$ cat config.mk
export PLATFORM = sky130hd
export DESIGN_NAME = fsi_irq_ctrl
export DESIGN_NICKNAME = d
export VERILOG_FILES = /design/src/core/fsi_pkg.sv /design/src/core/fsi_sync.sv /design/src/core/fsi_prio_arb.sv /design/src/core/fsi_irq_ctrl.sv
export SDC_FILE = /design/constraint.sdc
export NUM_CORES = 1
export LEC_CHECK = 0
export ABC_CLOCK_PERIOD_IN_PS = 5900
export BUFFER_PORTS_ARGS = -buffer_cell sky130_fd_sc_hd__buf_2
export CORE_AREA = 2 2 63 124
export DETAILED_ROUTE_END_ITERATION = 16
export DIE_AREA = 0 0 65 126
export GPL_TIMING_DRIVEN = 0
export PLACE_DENSITY = 0.84
export SLEW_MARGIN = 40
export SYNTH_ARGS = -nofsm -noshare
export SYNTH_HDL_FRONTEND = slang
export SYNTH_SLANG_ARGS = --single-unit
$ cat constraint.sdc
create_clock -name hclk -period 5.9 [get_ports hclk]
set_clock_uncertainty 0.05 [all_clocks]
set_input_delay 0.295 -clock hclk [delete_from_list [all_inputs] [get_ports hclk]]
set_output_delay 0.295 -clock hclk [all_outputs]
set_load 0.02 [all_outputs]
$ cat src/core/fsi_pkg.sv
// constants and register map of the five source interrupt priority block
// Summary of operation
// five vectors: two external pins, two timer overflows, one shared serial request
// each source has its own enable bit in the enable register
// a cleared global enable bit blocks every interrupt; irq_out from status and mask is not gated by it
// each source gets one of four levels from its low and upper priority bits
// upper priority bits: serial 4, timer1 3, external1 2, timer0 1, external0 0
// level is upper:low pair; 00 lowest, 11 highest, mixed pairs in between
// upper priority bits 7 to 5 reserved; software never writes them as one
// reset clears the five upper priority bits; no single-bit access exists
// higher pending level pre-empts lower service; equal levels use fixed polling order
package fsi_pkg;
  localparam int          NSRC           = 5;
  // printed offsets are register indexes; byte address is four times the index
  localparam logic [7:0]  IDX_IRQ_ENABLE = 8'hc0;
  localparam logic [7:0]  IDX_PRIO_LOW   = 8'hc1;
  localparam logic [7:0]  IDX_PRIO_UPPER = 8'hb7;
  localparam logic [7:0]  IDX_EVT_STATUS = 8'hc2;
  localparam logic [7:0]  IDX_EVT_MASK   = 8'hc3;
  localparam logic [7:0]  IDX_SERVICE    = 8'hc4;
  localparam logic [9:0]  ADDR_IRQ_ENABLE = {IDX_IRQ_ENABLE, 2'b00};
  localparam logic [9:0]  ADDR_PRIO_LOW   = {IDX_PRIO_LOW, 2'b00};
  localparam logic [9:0]  ADDR_PRIO_UPPER = {IDX_PRIO_UPPER, 2'b00};
  localparam logic [9:0]  ADDR_EVT_STATUS = {IDX_EVT_STATUS, 2'b00};
  localparam logic [9:0]  ADDR_EVT_MASK   = {IDX_EVT_MASK, 2'b00};
  localparam logic [9:0]  ADDR_SERVICE    = {IDX_SERVICE, 2'b00};
  localparam int          GLOBAL_EN_BIT  = 7;
  localparam int          SRC_EXT0       = 0;
  localparam int          SRC_TMR0       = 1;
  localparam int          SRC_EXT1       = 2;
  localparam int          SRC_TMR1       = 3;
  localparam int          SRC_SER        = 4;
  localparam logic [7:0]  IE_RST         = 8'h00;
  localparam logic [4:0]  PRIO_LOW_RST   = 5'h00;
  localparam logic [4:0]  PRIO_UPPER_RST = 5'h00;
  localparam logic [4:0]  EVT_MASK_RST   = 5'h00;
  localparam logic [1:0]  EXT_IDLE       = 2'h3;
  typedef enum logic [1:0] {
    FSI_BUS_IDLE    = 2'b00,
    FSI_BUS_RD_WAIT = 2'b01,
    FSI_BUS_RD_DONE = 2'b11,
    FSI_BUS_WR      = 2'b10
  } fsi_bus_state_type;
endpackage

$ cat src/core/fsi_sync.sv
// two flip-flop synchroniser for the external request pins
`timescale 1ns/1ps
module fsi_sync #(
  parameter int               W   = 2,
  parameter logic [W-1:0]     RST = '1
) (
  input  wire logic           hclk,
  input  wire logic           hresetn,
  input  wire logic [W-1:0]   d,
  output logic      [W-1:0]   q
);
  typedef struct packed {
    logic [W-1:0] s1;
    logic [W-1:0] s2;
  } fsi_sync_state_type;

  fsi_sync_state_type st_r, st_nxt;

  always_comb begin
    st_nxt    = st_r;
    st_nxt.s1 = d;
    st_nxt.s2 = st_r.s1;
  end

  always_ff @(posedge hclk or negedge hresetn) begin
    if (!hresetn) begin
      st_r <= {RST, RST};
    end else begin
      st_r <= st_nxt;
    end
  end

  assign q = st_r.s2;
endmodule // fsi_sync

$ cat src/core/fsi_prio_arb.sv
// level and polling order arbiter over the eligible sources
`timescale 1ns/1ps
module fsi_prio_arb
  import fsi_pkg::*;
(
  input  wire logic [fsi_pkg::NSRC-1:0] req,
  input  wire logic [fsi_pkg::NSRC-1:0] hi,
  input  wire logic [fsi_pkg::NSRC-1:0] lo,
  output logic                          any,
  output logic      [2:0]               src,
  output logic      [1:0]               lvl
);
  // highest level first, then lowest source index inside a level
  always_comb begin
    any = 1'b0;
    src = 3'h0;
    lvl = 2'h0;
    for (int l = 3; l >= 0; l--) begin
      for (int i = 0; i < NSRC; i++) begin
        if (!any && req[i] && ({hi[i], lo[i]} == l[1:0])) begin
          any = 1'b1;
          src = i[2:0];
          lvl = l[1:0];
        end
      end
    end
  end
endmodule // fsi_prio_arb

$ cat src/core/fsi_irq_ctrl.sv
// five source interrupt controller with ahb-lite register slave
//
// The implementer's own choice: the AHB-Lite slave port.
`timescale 1ns/1ps
module fsi_irq_ctrl
  import fsi_pkg::*;
(
  input  wire logic        hclk,
  input  wire logic        hresetn,
  input  wire logic        hsel,
  input  wire logic [31:0] haddr,
  input  wire logic [1:0]  htrans,
  input  wire logic        hwrite,
  input  wire logic [2:0]  hsize,
  input  wire logic [31:0] hwdata,
  input  wire logic        hready,
  output logic             hreadyout,
  output logic             hresp,
  output logic      [31:0] hrdata,
  input  wire logic        ext_irq0_n,
  input  wire logic        ext_irq1_n,
  input  wire logic        tmr0_ovf,
  input  wire logic        tmr1_ovf,
  input  wire logic        ser_rx_done,
  input  wire logic        ser_tx_done,
  output logic             core_irq_req,
  output logic      [2:0]  core_irq_src,
  output logic      [1:0]  core_irq_lvl,
  input  wire logic        core_irq_ack,
  input  wire logic        core_irq_reti,
  output logic             irq_out
);
  import fsi_pkg::*;

  typedef struct packed {
    fsi_bus_state_type bs;
    logic [9:0]        addr;
    logic              addr_ok;
    logic [31:0]       hrdata;
    logic [7:0]        ie;
    logic [4:0]        pl;
    logic [4:0]        ph;
    logic [4:0]        pend;
    logic [4:0]        stat;
    logic [4:0]        mask;
    logic [1:0]        ext_q;
    logic [3:0]        insvc;
    logic              req;
    logic [2:0]        src;
    logic [1:0]        lvl;
  } fsi_core_state_type;

  fsi_core_state_type st_r, st_nxt;

  logic [1:0] ext_s;
  logic [4:0] evt;
  logic [4:0] elig;
  logic       arb_any;
  logic [2:0] arb_src;
  logic [1:0] arb_lvl;

  // returns {valid, level} of the highest level now in service
  function automatic logic [2:0] top_level(input logic [3:0] v);
    logic [2:0] r;
    r = 3'h0;
    for (int l = 0; l < 4; l++) begin
      if (v[l]) begin
        r = {1'b1, l[1:0]};
      end
    end
    return r;
  endfunction

  fsi_sync #(
    .W   (2),
    .RST (EXT_IDLE)
  ) u_sync (
    .hclk    (hclk),
    .hresetn (hresetn),
    .d       ({ext_irq1_n, ext_irq0_n}),
    .q       (ext_s)
  );

  // falling edges on the pins; serial shares one vector for both directions
  assign evt[SRC_EXT0] = st_r.ext_q[0] & ~ext_s[0];
  assign evt[SRC_TMR0] = tmr0_ovf;
  assign evt[SRC_EXT1] = st_r.ext_q[1] & ~ext_s[1];
  assign evt[SRC_TMR1] = tmr1_ovf;
  assign evt[SRC_SER]  = ser_rx_done | ser_tx_done;

  assign elig = st_r.pend & st_r.ie[4:0] & {5{st_r.ie[GLOBAL_EN_BIT]}};

  fsi_prio_arb u_arb (
    .req (elig),
    .hi  (st_r.ph),
    .lo  (st_r.pl),
    .any (arb_any),
    .src (arb_src),
    .lvl (arb_lvl)
  );

  always_comb begin
    logic [2:0] top;
    logic [3:0] svc;
    logic       wr_ok;
    logic [4:0] ack_clr;
    top     = top_level(st_r.insvc);
    svc     = st_r.insvc;
    wr_ok   = (st_r.bs == FSI_BUS_WR) && st_r.addr_ok;
    ack_clr = 5'h00;
    st_nxt  = st_r;
    // bus data phase
    if (wr_ok && st_r.addr == ADDR_IRQ_ENABLE) begin
      st_nxt.ie = hwdata[7:0];
    end else if (wr_ok && st_r.addr == ADDR_PRIO_LOW) begin
      st_nxt.pl = hwdata[4:0];
    end else if (wr_ok && st_r.addr == ADDR_PRIO_UPPER) begin
      // reserved upper bits are not stored and read back as zero
      st_nxt.ph = hwdata[4:0];
    end else if (wr_ok && st_r.addr == ADDR_EVT_STATUS) begin
      st_nxt.stat = st_r.stat & ~hwdata[4:0];
    end else if (wr_ok && st_r.addr == ADDR_EVT_MASK) begin
      st_nxt.mask = hwdata[4:0];
    end
    if (st_r.bs == FSI_BUS_RD_WAIT) begin
      st_nxt.hrdata = 32'h0000_0000;
      if (!st_r.addr_ok) begin
        st_nxt.hrdata = 32'h0000_0000;
      end else if (st_r.addr == ADDR_IRQ_ENABLE) begin
        st_nxt.hrdata = {24'h00_0000, st_r.ie};
      end else if (st_r.addr == ADDR_PRIO_LOW) begin
        st_nxt.hrdata = {27'h000_0000, st_r.pl};
      end else if (st_r.addr == ADDR_PRIO_UPPER) begin
        st_nxt.hrdata = {27'h000_0000, st_r.ph};
      end else if (st_r.addr == ADDR_EVT_STATUS) begin
        st_nxt.hrdata = {27'h000_0000, st_r.stat};
      end else if (st_r.addr == ADDR_EVT_MASK) begin
        st_nxt.hrdata = {27'h000_0000, st_r.mask};
      end else if (st_r.addr == ADDR_SERVICE) begin
        st_nxt.hrdata = {22'h00_0000, st_r.insvc, st_r.req, st_r.lvl, st_r.src};
      end
    end
    // bus address phase; reads take one wait state so a write just before is seen
    if (st_r.bs == FSI_BUS_RD_WAIT) begin
      st_nxt.bs = FSI_BUS_RD_DONE;
    end else if (hready && hsel && htrans[1]) begin
      st_nxt.addr    = haddr[9:0];
      st_nxt.addr_ok = (haddr[31:10] == 22'h00_0000);
      st_nxt.bs      = hwrite ? FSI_BUS_WR : FSI_BUS_RD_WAIT;
    end else if (hready) begin
      st_nxt.bs = FSI_BUS_IDLE;
    end
    // service tracking: a return closes the highest level in service
    if (core_irq_reti && top[2]) begin
      svc[top[1:0]] = 1'b0;
    end
    if (core_irq_ack && st_r.req) begin
      svc[st_r.lvl]       = 1'b1;
      ack_clr[st_r.src]   = 1'b1;
    end
    st_nxt.insvc = svc;
    // a new event in the acknowledge cycle keeps its pending bit
    st_nxt.pend  = (st_r.pend & ~ack_clr) | evt;
    st_nxt.stat  = st_nxt.stat | evt;
    st_nxt.ext_q = ext_s;
    // only a level above everything in service may interrupt
    st_nxt.req = arb_any && !(core_irq_ack && st_r.req)
               && (!top[2] || arb_lvl > top[1:0]);
    st_nxt.src = arb_src;
    st_nxt.lvl = arb_lvl;
  end

  always_ff @(posedge hclk or negedge hresetn) begin
    if (!hresetn) begin
      st_r         <= '0;
      st_r.bs      <= FSI_BUS_IDLE;
      st_r.ie      <= IE_RST;
      st_r.pl      <= PRIO_LOW_RST;
      st_r.ph      <= PRIO_UPPER_RST;
      st_r.mask    <= EVT_MASK_RST;
      st_r.ext_q   <= EXT_IDLE;
    end else begin
      st_r <= st_nxt;
    end
  end

  assign hreadyout    = (st_r.bs != FSI_BUS_RD_WAIT);
  assign hresp        = 1'b0;
  assign hrdata       = st_r.hrdata;
  assign core_irq_req = st_r.req;
  assign core_irq_src = st_r.src;
  assign core_irq_lvl = st_r.lvl;
  assign irq_out      = |(st_r.stat & st_r.mask);

  AST_GLOBAL_OFF: assert property (@(posedge hclk) disable iff (!hresetn)
    !st_r.ie[GLOBAL_EN_BIT] |=> !core_irq_req)
    else $error("request raised while global enable was clear");

  AST_SRC_ENABLED: assert property (@(posedge hclk) disable iff (!hresetn)
    core_irq_req |-> (($past(elig) >> core_irq_src) & 5'h01) == 5'h01)
    else $error("request for a source that was not enabled and pending");

  AST_LEVEL_PAIR: assert property (@(posedge hclk) disable iff (!hresetn)
    core_irq_req |-> ((($past(st_r.ph) >> core_irq_src) & 5'h01) == {4'h0, core_irq_lvl[1]})
                  && ((($past(st_r.pl) >> core_irq_src) & 5'h01) == {4'h0, core_irq_lvl[0]}))
    else $error("request level does not match the priority bits of its source");

  AST_UPPER_WRITE: assert property (@(posedge hclk) disable iff (!hresetn)
    (st_r.bs == FSI_BUS_WR && st_r.addr_ok && st_r.addr == ADDR_PRIO_UPPER)
    |=> st_r.ph == $past(hwdata[4:0]))
    else $error("upper priority register did not take the written bits");

  AST_UPPER_RSVD: assert property (@(posedge hclk) disable iff (!hresetn)
    (st_r.bs == FSI_BUS_RD_WAIT && st_r.addr == ADDR_PRIO_UPPER)
    |=> hrdata[31:5] == 27'h000_0000 && hreadyout)
    else $error("upper priority read returned reserved bits set");

  AST_UPPER_RESET: assert property (@(posedge hclk) disable iff (!hresetn)
    $rose(hresetn) |-> st_r.ph == 5'h00)
    else $error("upper priority bits not clear after reset");

  AST_PREEMPT: assert property (@(posedge hclk) disable iff (!hresetn)
    core_irq_req |-> (st_r.insvc >> core_irq_lvl) == 4'h0)
    else $error("request at or below a level already in service");

  AST_EXT_EDGE: assert property (@(posedge hclk) disable iff (!hresetn)
    (st_r.ext_q[0] && !ext_s[0]) |=> st_r.pend[SRC_EXT0] && st_r.stat[SRC_EXT0])
    else $error("external request edge did not set pending and status");

  AST_READ_WAIT: assert property (@(posedge hclk) disable iff (!hresetn)
    (hready && hsel && htrans[1] && !hwrite) |=> !hreadyout ##1 hreadyout)
    else $error("read data phase is not exactly one wait state");

  AST_ENABLE_WRITE: assert property (@(posedge hclk) disable iff (!hresetn)
    (st_r.bs == FSI_BUS_WR && st_r.addr_ok && st_r.addr == ADDR_IRQ_ENABLE)
    |=> st_r.ie == $past(hwdata[7:0]))
    else $error("enable register did not take the written bits");

  AST_LOW_WRITE: assert property (@(posedge hclk) disable iff (!hresetn)
    (st_r.bs == FSI_BUS_WR && st_r.addr_ok && st_r.addr == ADDR_PRIO_LOW)
    |=> st_r.pl == $past(hwdata[4:0]))
    else $error("low priority register did not take the written bits");

  AST_UPPER_HOLD: assert property (@(posedge hclk) disable iff (!hresetn)
    !(st_r.bs == FSI_BUS_WR && st_r.addr_ok && st_r.addr == ADDR_PRIO_UPPER)
    |=> $stable(st_r.ph))
    else $error("upper priority bits changed without a write");

  AST_STATUS_SET: assert property (@(posedge hclk) disable iff (!hresetn)
    (evt != 5'h00) |=> (st_r.stat & $past(evt)) == $past(evt))
    else $error("event did not set its status bit");

  AST_PEND_SET: assert property (@(posedge hclk) disable iff (!hresetn)
    (evt != 5'h00) |=> (st_r.pend & $past(evt)) == $past(evt))
    else $error("event did not set its pending bit");

  AST_EXT1_EDGE: assert property (@(posedge hclk) disable iff (!hresetn)
    (st_r.ext_q[1] && !ext_s[1]) |=> st_r.pend[SRC_EXT1] && st_r.stat[SRC_EXT1])
    else $error("second external request edge did not set pending and status");

  AST_TMR1_EVT: assert property (@(posedge hclk) disable iff (!hresetn)
    tmr1_ovf |=> st_r.pend[SRC_TMR1])
    else $error("timer1 overflow did not set its pending bit");

  AST_SER_SHARED: assert property (@(posedge hclk) disable iff (!hresetn)
    (ser_rx_done || ser_tx_done) |=> st_r.pend[SRC_SER])
    else $error("serial event did not set the shared pending bit");

  AST_NO_REQ_IDLE: assert property (@(posedge hclk) disable iff (!hresetn)
    (elig == 5'h00) |=> !core_irq_req)
    else $error("request raised with no eligible source");

  AST_REQ_RISES: assert property (@(posedge hclk) disable iff (!hresetn)
    (arb_any && !(core_irq_ack && core_irq_req) && (st_r.insvc >> arb_lvl) == 4'h0)
    |=> core_irq_req && core_irq_src == $past(arb_src))
    else $error("eligible request above all levels in service was not offered");

  AST_ACK_TAKES: assert property (@(posedge hclk) disable iff (!hresetn)
    (core_irq_ack && core_irq_req) |=> !core_irq_req && st_r.insvc[$past(core_irq_lvl)])
    else $error("acknowledge did not open service at the offered level");

  AST_ACK_CLEARS: assert property (@(posedge hclk) disable iff (!hresetn)
    (core_irq_ack && core_irq_req && !evt[core_irq_src])
    |=> !st_r.pend[$past(core_irq_src)])
    else $error("acknowledge did not clear the pending bit of its source");

  AST_RETI_CLOSE: assert property (@(posedge hclk) disable iff (!hresetn)
    (core_irq_reti && !(core_irq_ack && core_irq_req) && st_r.insvc != 4'h0)
    |=> st_r.insvc < $past(st_r.insvc))
    else $error("return did not close a level in service");

  AST_IRQ_OUT: assert property (@(posedge hclk) disable iff (!hresetn)
    ((evt & st_r.mask) != 5'h00 && st_r.bs != FSI_BUS_WR) |=> irq_out)
    else $error("masked-in event did not raise the interrupt output");

  AST_UNMAPPED_READ: assert property (@(posedge hclk) disable iff (!hresetn)
    (st_r.bs == FSI_BUS_RD_WAIT && !st_r.addr_ok) |=> hrdata == 32'h0000_0000)
    else $error("read outside the register window returned data");

  AST_RD_DATA_HOLD: assert property (@(posedge hclk) disable iff (!hresetn)
    (st_r.bs != FSI_BUS_RD_WAIT) |=> $stable(hrdata))
    else $error("read data changed outside a read data phase");

  COV_REQ_ACK: cover property (@(posedge hclk) disable iff (!hresetn)
    core_irq_req && core_irq_ack);
  COV_NESTED: cover property (@(posedge hclk) disable iff (!hresetn)
    core_irq_req && st_r.insvc != 4'h0);
  COV_RETI: cover property (@(posedge hclk) disable iff (!hresetn)
    core_irq_reti && st_r.insvc != 4'h0);
  COV_IRQ_OUT: cover property (@(posedge hclk) disable iff (!hresetn) $rose(irq_out));
  COV_PREEMPT: cover property (@(posedge hclk) disable iff (!hresetn)
    $rose(core_irq_req) && st_r.insvc != 4'h0);
endmodule // fsi_irq_ctrl

==> results of run 1 <==
-- flip-flops by register name (all words and copies together), names as in the netlist --
| signal | flops |
|---|---|
| st_r | 52 |
| hrdata | 10 |
| core_irq_src | 3 |
| core_irq_lvl | 2 |
| u_sync.q | 2 |
| u_sync.st_nxt | 2 |
| core_irq_req | 1 |
-- per-stage QoR --
stage,worst slack [ns],hold slack (ns),instance area [sq um]
floorplan,3.57,-0.0506,4020
global placement,2.92,0.297,4490
detailed placement,2.91,0.137,4550
CTS,2.89,0.00227,4890
global route,2.69,0.00746,4890
finish,2.85,0.0106,4890
-- cells in the final DEF (no fill, tap or decap), drive strengths merged, types with 3 or more instances in the layout --
| cell | count |
|---|---|
| nor2b | 5 |
| clkbuf | 21 |
| mux2i | 4 |
| nor2 | 14 |
| dfstp | 6 |
| nand2 | 37 |
| and3 | 4 |
| nand3 | 14 |
| nand4 | 5 |
| and2 | 3 |
| and4 | 4 |
| a21oi | 4 |
| nor4 | 9 |
| a22oi | 11 |
| dfrtp | 66 |
| a21o | 4 |
| o2bb2ai | 3 |
| clkinv | 3 |
| o221ai | 5 |
| conb | 23 |
| nand2b | 7 |
| inv | 15 |
| a221oi | 4 |
| buf | 112 |
| mux2 | 33 |
| o22ai | 7 |
| o32a | 3 |
| nor3 | 7 |
| o21ai | 14 |
-- where the power goes --
part	switching (mW)	internal, mW
Clock	0.201	0.392
Combinational	0.189	0.143
Sequential	0.0702	0.560
Total	0.460	1.09
-- layer usage --
metal | vias to the layer above | wire length, um | part of all wire | global-route usage
li1 | 1571 | - | - | -
met1 | 1607 | 3800 | 0.36 | 0.306
met2 | 108 | 5990 | 0.56 | 0.522
met3 | 32 | 374 | 0.035 | 0.0402
met4 | 0 | 479 | 0.045 | 0.160
met5 | - | 0 | 0 | 0
-- worst max-delay path: cells and delay by family, from the launching register on --
family                     cells  cell delay, ns
and+or+nand+nor                3            0.78
AOI/OAI and AO/OA              6            1.24
adders and majority gates      1            0.22
DFF                            1            0.37
buffers and inverters          2            0.27
-- worst paths after layout --
check / depth (start not counted) / endpoint / slack (ns) / startpoint
hold reg to reg: 0 / u_sync.q[1]$_DFF_PN1_ / 0.31 / u_sync.st_nxt[1]$_DFF_PN1_
min in group asynchronous: 2 / st_r[89]$_DFFE_PN0P_ / 0.37 / hresetn
max in group asynchronous: 3 / st_r[11]$_DFF_PN1_ / 4.86 / hresetn
setup reg to reg: 12 / core_irq_req$_DFF_PN0_ / 2.85 / st_r[36]$_DFFE_PN0P_
hold / removal: 1 / u_sync.st_nxt[0]$_DFF_PN1_ / 0.01 / ext_irq0_n
setup / recovery: 12 / core_irq_req$_DFF_PN0_ / 2.85 / st_r[36]$_DFFE_PN0P_
-- cell type report --
class,instances,area [sq um],share of cell area
inverters,15,56.3,0.0115
multi-input cells,265,1840,0.376
clock buffers,11,253,0.0517
clock inverters,5,78.8,0.0161
well taps,92,115,0.0236
repair buffers,73,392,0.0801
flip-flops and latches,72,1810,0.370
plain buffers,50,345,0.0707
-- cell families (layout without fill, tap and decap cells) --
group	count (synthesis)	after routing	synth area share
AO/OA/AOI/OAI	80	80	0.151
XOR/XNOR	1	1	0.00222
adder cells (fa/ha/maj)	2	2	0.00635
buffers and inverters	65	154	0.102
flip-flops	72	72	0.459
multiplexers	37	37	0.109
other	1	23	0.000952
AND/OR/NAND/NOR	122	122	0.169
-- repair_timing --
action                                 CTS  global route
setup buffers                            0             0
endpoints found under the hold margin   27             0
hold buffers                             1             0
==> results.cfg, run 1 <==
[outcome]
status = complete, no violations

[min_path]
hold_path_class = in -> reg

[clocking]
numCtsBuffers = 9
clock-sinks = 72
clock-root-buffer = clkbuf_16
htreeDepth = 3
clk_path_buf_depth = 2
postCtsResizedCells = 0
clock_latency_ns = 0.33
clk_pin_slew_ns = 0.06
cts_tree = done

[yosys]
synth.avg_cell_area_sq_um = 10.4
synth_top_area_cell = dfrtp_1
yosysMostFrequentCell = dfrtp_1
ys_seq_area_frac = 0.459
ys_warn_count = 0
synthTopCellsByArea = dfrtp_1 (42%), mux2_2 (8.0%), buf_4 (7.2%)
ys_types = 60
synth_commonest_cells = dfrtp_1 (66), buf_4 (38), nand2_1 (36)
ys.flop_type = dfrtp_1
synth_edf_count = 0
syn_area_sq_mm = 0.00394
synth_seq_cells = 72
synth_top_area_frac = 0.419
async_flop_share = 1.00
netlist_instances = 380

[grt]
grt_max_degree = 43
antenna_found_initial = 0
grt_pass1_wl_mm = 17.5
grtUsageTotal = 0.286
grt.overflow.total = 0
first_global_vias = 3498

[setup_path]
critPathSlowestCell = a222oi_1
setup.worst_path.start_class = register
cp.arrival_ns = 3.21
path_max_fanout = 9
crit_top_cell = a21oi_1
critical_path_required_ns = 6.06
critPathMaxStageDelay_ns = 0.47
end_kind = register
path_cells = clkbuf_1 > and4_1 > a222oi_1 > and3_1 > and2_1 > o32ai_1 > ha_1 > inv_1 > a21oi_1 > a21oi_1 > o21ai_0 > a31oi_1
critPathKind = reg -> reg

[power_and_ir_drop]
power-per-cell-area_mw_per_mm2 = 318
power.leakage_nw = 2.21
power.total_mw = 1.55
ir_worst_vdd_uv = 277

[final_layout]
drive_above_1_share = 0.358
n_fill_cell = 590
fin_cells = 583
area_growth_pct = 24.0
n_antenna_cell = 0
final_nets = 570
fin_util = 0.678

[timing]
timing.final.crit_share = 0.517
fin_setup_tns_ns = 0
fin_crit_ns = 3.05
worstMarginPinSlew_ns = 0.750
hold_viol = 0
slew_violations = 0
finalSetupViolations = 0
slew_headroom = 0.495
rsz0062_at_grt = no
max_freq_mhz = 328

[placed_design]
place_congestion = 0.975
place_inst = 566
place_hpwl_mm = 8.37
port_buffers = 71

[detailed_routing]
drt-initial-drc-count = 256
wl_mm = 10.7
ant_nets = 0
drt_pass1_iterations = 5
vias = 3318
vias_per_cell = 5.69
avgRoutedWirePerCell_um = 18.3
drt_drc_violations_left = 0

[floorplan]
num_io_pins = 123
fp.dieH_um = 126
coreArea_sq_mm = 0.00721
rows = 44
initial_utilization = 0.546
die_x_um = 65
dieArea_sq_mm = 0.00819

[job]
cap_violations = 0
(Power assumes the default switching activity.)
==> run 2, diff against run 1 <==
ABC_CLOCK_PERIOD_IN_PS = 3000   (was 5900)
CORE_AREA = 2 2 65 129   (was 2 2 63 124)
DIE_AREA = 0 0 67 131   (was 0 0 65 126)
PLACE_DENSITY = 0.79   (was 0.84)
clock period = 3 ns   (was 5.9 ns; I/O delays follow)
==> run 2 against run 1 <==
Against the previous run:
- sequential power increased by 98%
- setup slack got worse by 2.6 ns
- critical endpoint unchanged
- largest cell class unchanged
- first-iteration DRC count increased by 8.6%
- routed wire length decreased by 2.9%
==> results.cfg, run 2 (synthesis gave the netlist of run 1 again) <==
[detailed_routing]
drt-initial-drc-count = 278
drt_drc_violations_left = 0
drt_pass1_iterations = 6
vias_per_cell = 5.63
ant_nets = 0
wl_mm = 10.3
vias = 3388
avgRoutedWirePerCell_um = 17.2

[floorplan]
fp.dieH_um = 131
coreArea_sq_mm = 0.00783
rows = 46
initial_utilization = 0.503
num_io_pins = 123
dieArea_sq_mm = 0.00878
die_x_um = 67

[clocking]
cts_tree = done
post_cts_buffers = 0
htreeDepth = 3
clock-root-buffer = clkbuf_16
clock-sinks = 72
clk_pin_slew_ns = 0.06
postCtsResizedCells = 0
clock_latency_ns = 0.33
numCtsBuffers = 9
clk_path_buf_depth = 2

[setup_path]
path_cells = clkbuf_1 > and4_1 > a222oi_1 > and3_1 > and2_1 > o32ai_1 > ha_1 > a21oi_1 > o21ai_0 > a31oi_1
path_max_fanout = 9
critical_path_required_ns = 3.20
crit_family = compound AO/OA/AOI/OAI gates
cp_num_buf_inv = 1
critPathSlowestCell = a222oi_1
critPathMaxStageDelay_ns = 0.41
setup.worst_path.start_class = register
cp.arrival_ns = 2.92
end_kind = register
critPathKind = reg -> reg

[grt]
first_global_vias = 3376
grt_pass1_wl_mm = 16.5
grt.overflow.total = 0
grtUsageTotal = 0.254
antenna_found_initial = 0
grt_max_degree = 58

[timing]
hold_viol = 0
slew_headroom = 0.404
max_freq_mhz = 368
rsz0062_at_grt = no
slew_violations = 0
worstMarginPinSlew_ns = 0.887
fin_crit_ns = 2.72
fin_setup_tns_ns = 0
finalSetupViolations = 0
holdWs_ns = 0.0105
timing.final.crit_share = 0.906

[final_layout]
n_fill_cell = 661
fin_util = 0.640
area_growth_pct = 27.1
drive_above_1_share = 0.338
final_common_cell = buf_2
layout_common_cells = buf_2 (70), dfrtp_1 (66), buf_4 (38)
regMostFlops = st_r
largest_register_ffs = 52
n_antenna_cell = 0
final_nets = 585
fin_area_sq_mm = 0.00501

[placed_design]
place_area_sq_mm = 0.00456
place_congestion = 0.894
place_hpwl_mm = 7.38
port_buffers = 71

[job]
cap_violations = 0

[min_path]
hold_path_class = in -> reg

[power_and_ir_drop]
power.leakage_nw = 2.24
ir_worst_vdd_uv = 472
power-per-cell-area_mw_per_mm2 = 587

[outcome]
status = complete, no violations
[run 2: changes by cell type in the layout (fill, tap and decap cells not counted)]
cell and change:
clkinv_2 -2, dlygate4sd3_1 +15, bufinv_16 -1, buf_12 -1, buf_16 +1, clkbuf_8 -1
clkinv_4 -1, clkbuf_1 +5
[run 2: path summary, 6_finish.rpt]
kind	slack (ns)	cells past startpoint	endpoint	from
setup / recovery	0.28	10	core_irq_req$_DFF_PN0_	st_r[36]$_DFFE_PN0P_
hold / removal	0.01	2	st_r[43]$_DFFE_PN0P_	hwdata[6]
setup reg to reg	0.28	10	core_irq_req$_DFF_PN0_	st_r[36]$_DFFE_PN0P_
hold reg to reg	0.31	0	u_sync.q[1]$_DFF_PN1_	u_sync.st_nxt[1]$_DFF_PN1_
max in group asynchronous	2.17	3	st_r[11]$_DFF_PN1_	hresetn
min in group asynchronous	0.16	2	hrdata[6]$_DFFE_PN0P_	hresetn
[run 2: metal layers]
metal  part of all wire  wire [um]  track usage
met1               0.39       4010        0.295
met4              0.028        285        0.145
met2               0.54       5580        0.433
met5                  0          0            0
met3              0.045        469       0.0437
[run 2: layout make-up]
cell class	count	area (sq um)	share of cell area
multi-input cells	265	1840	0.367
flip-flops and latches	72	1810	0.361
repair buffers	88	549	0.110
plain buffers	50	345	0.0690
clock buffers	15	258	0.0515
well taps	96	120	0.0240
inverters	15	56.3	0.0112
clock inverters	1	30.0	0.00600
[run 2: power breakdown]
group / switching, mW / leakage, nW / internal, mW
Clock: 0.371 / 0.138 / 0.668
Sequential: 0.146 / 0.846 / 1.10
Combinational: 0.358 / 1.26 / 0.293
Total: 0.874 / 2.24 / 2.06
[run 2: metrics by stage]
step | setup slack [ns] | total power [mW] | instances
floorplan | 0.667 | 1.65 | 402
detailed placement | 0.329 | 1.88 | 570
finish | 0.281 | 2.94 | 602
CTS | 0.318 | 2.94 | 602
global route | 0.0419 | 3.08 | 602
global placement | 0.319 | 1.84 | 569
[run 2: repair_timing]
action | CTS | global route
hold buffers | 16 | 0
hold endpoints to repair | 82 | 0
endpoints found under the setup margin | 0 | 0
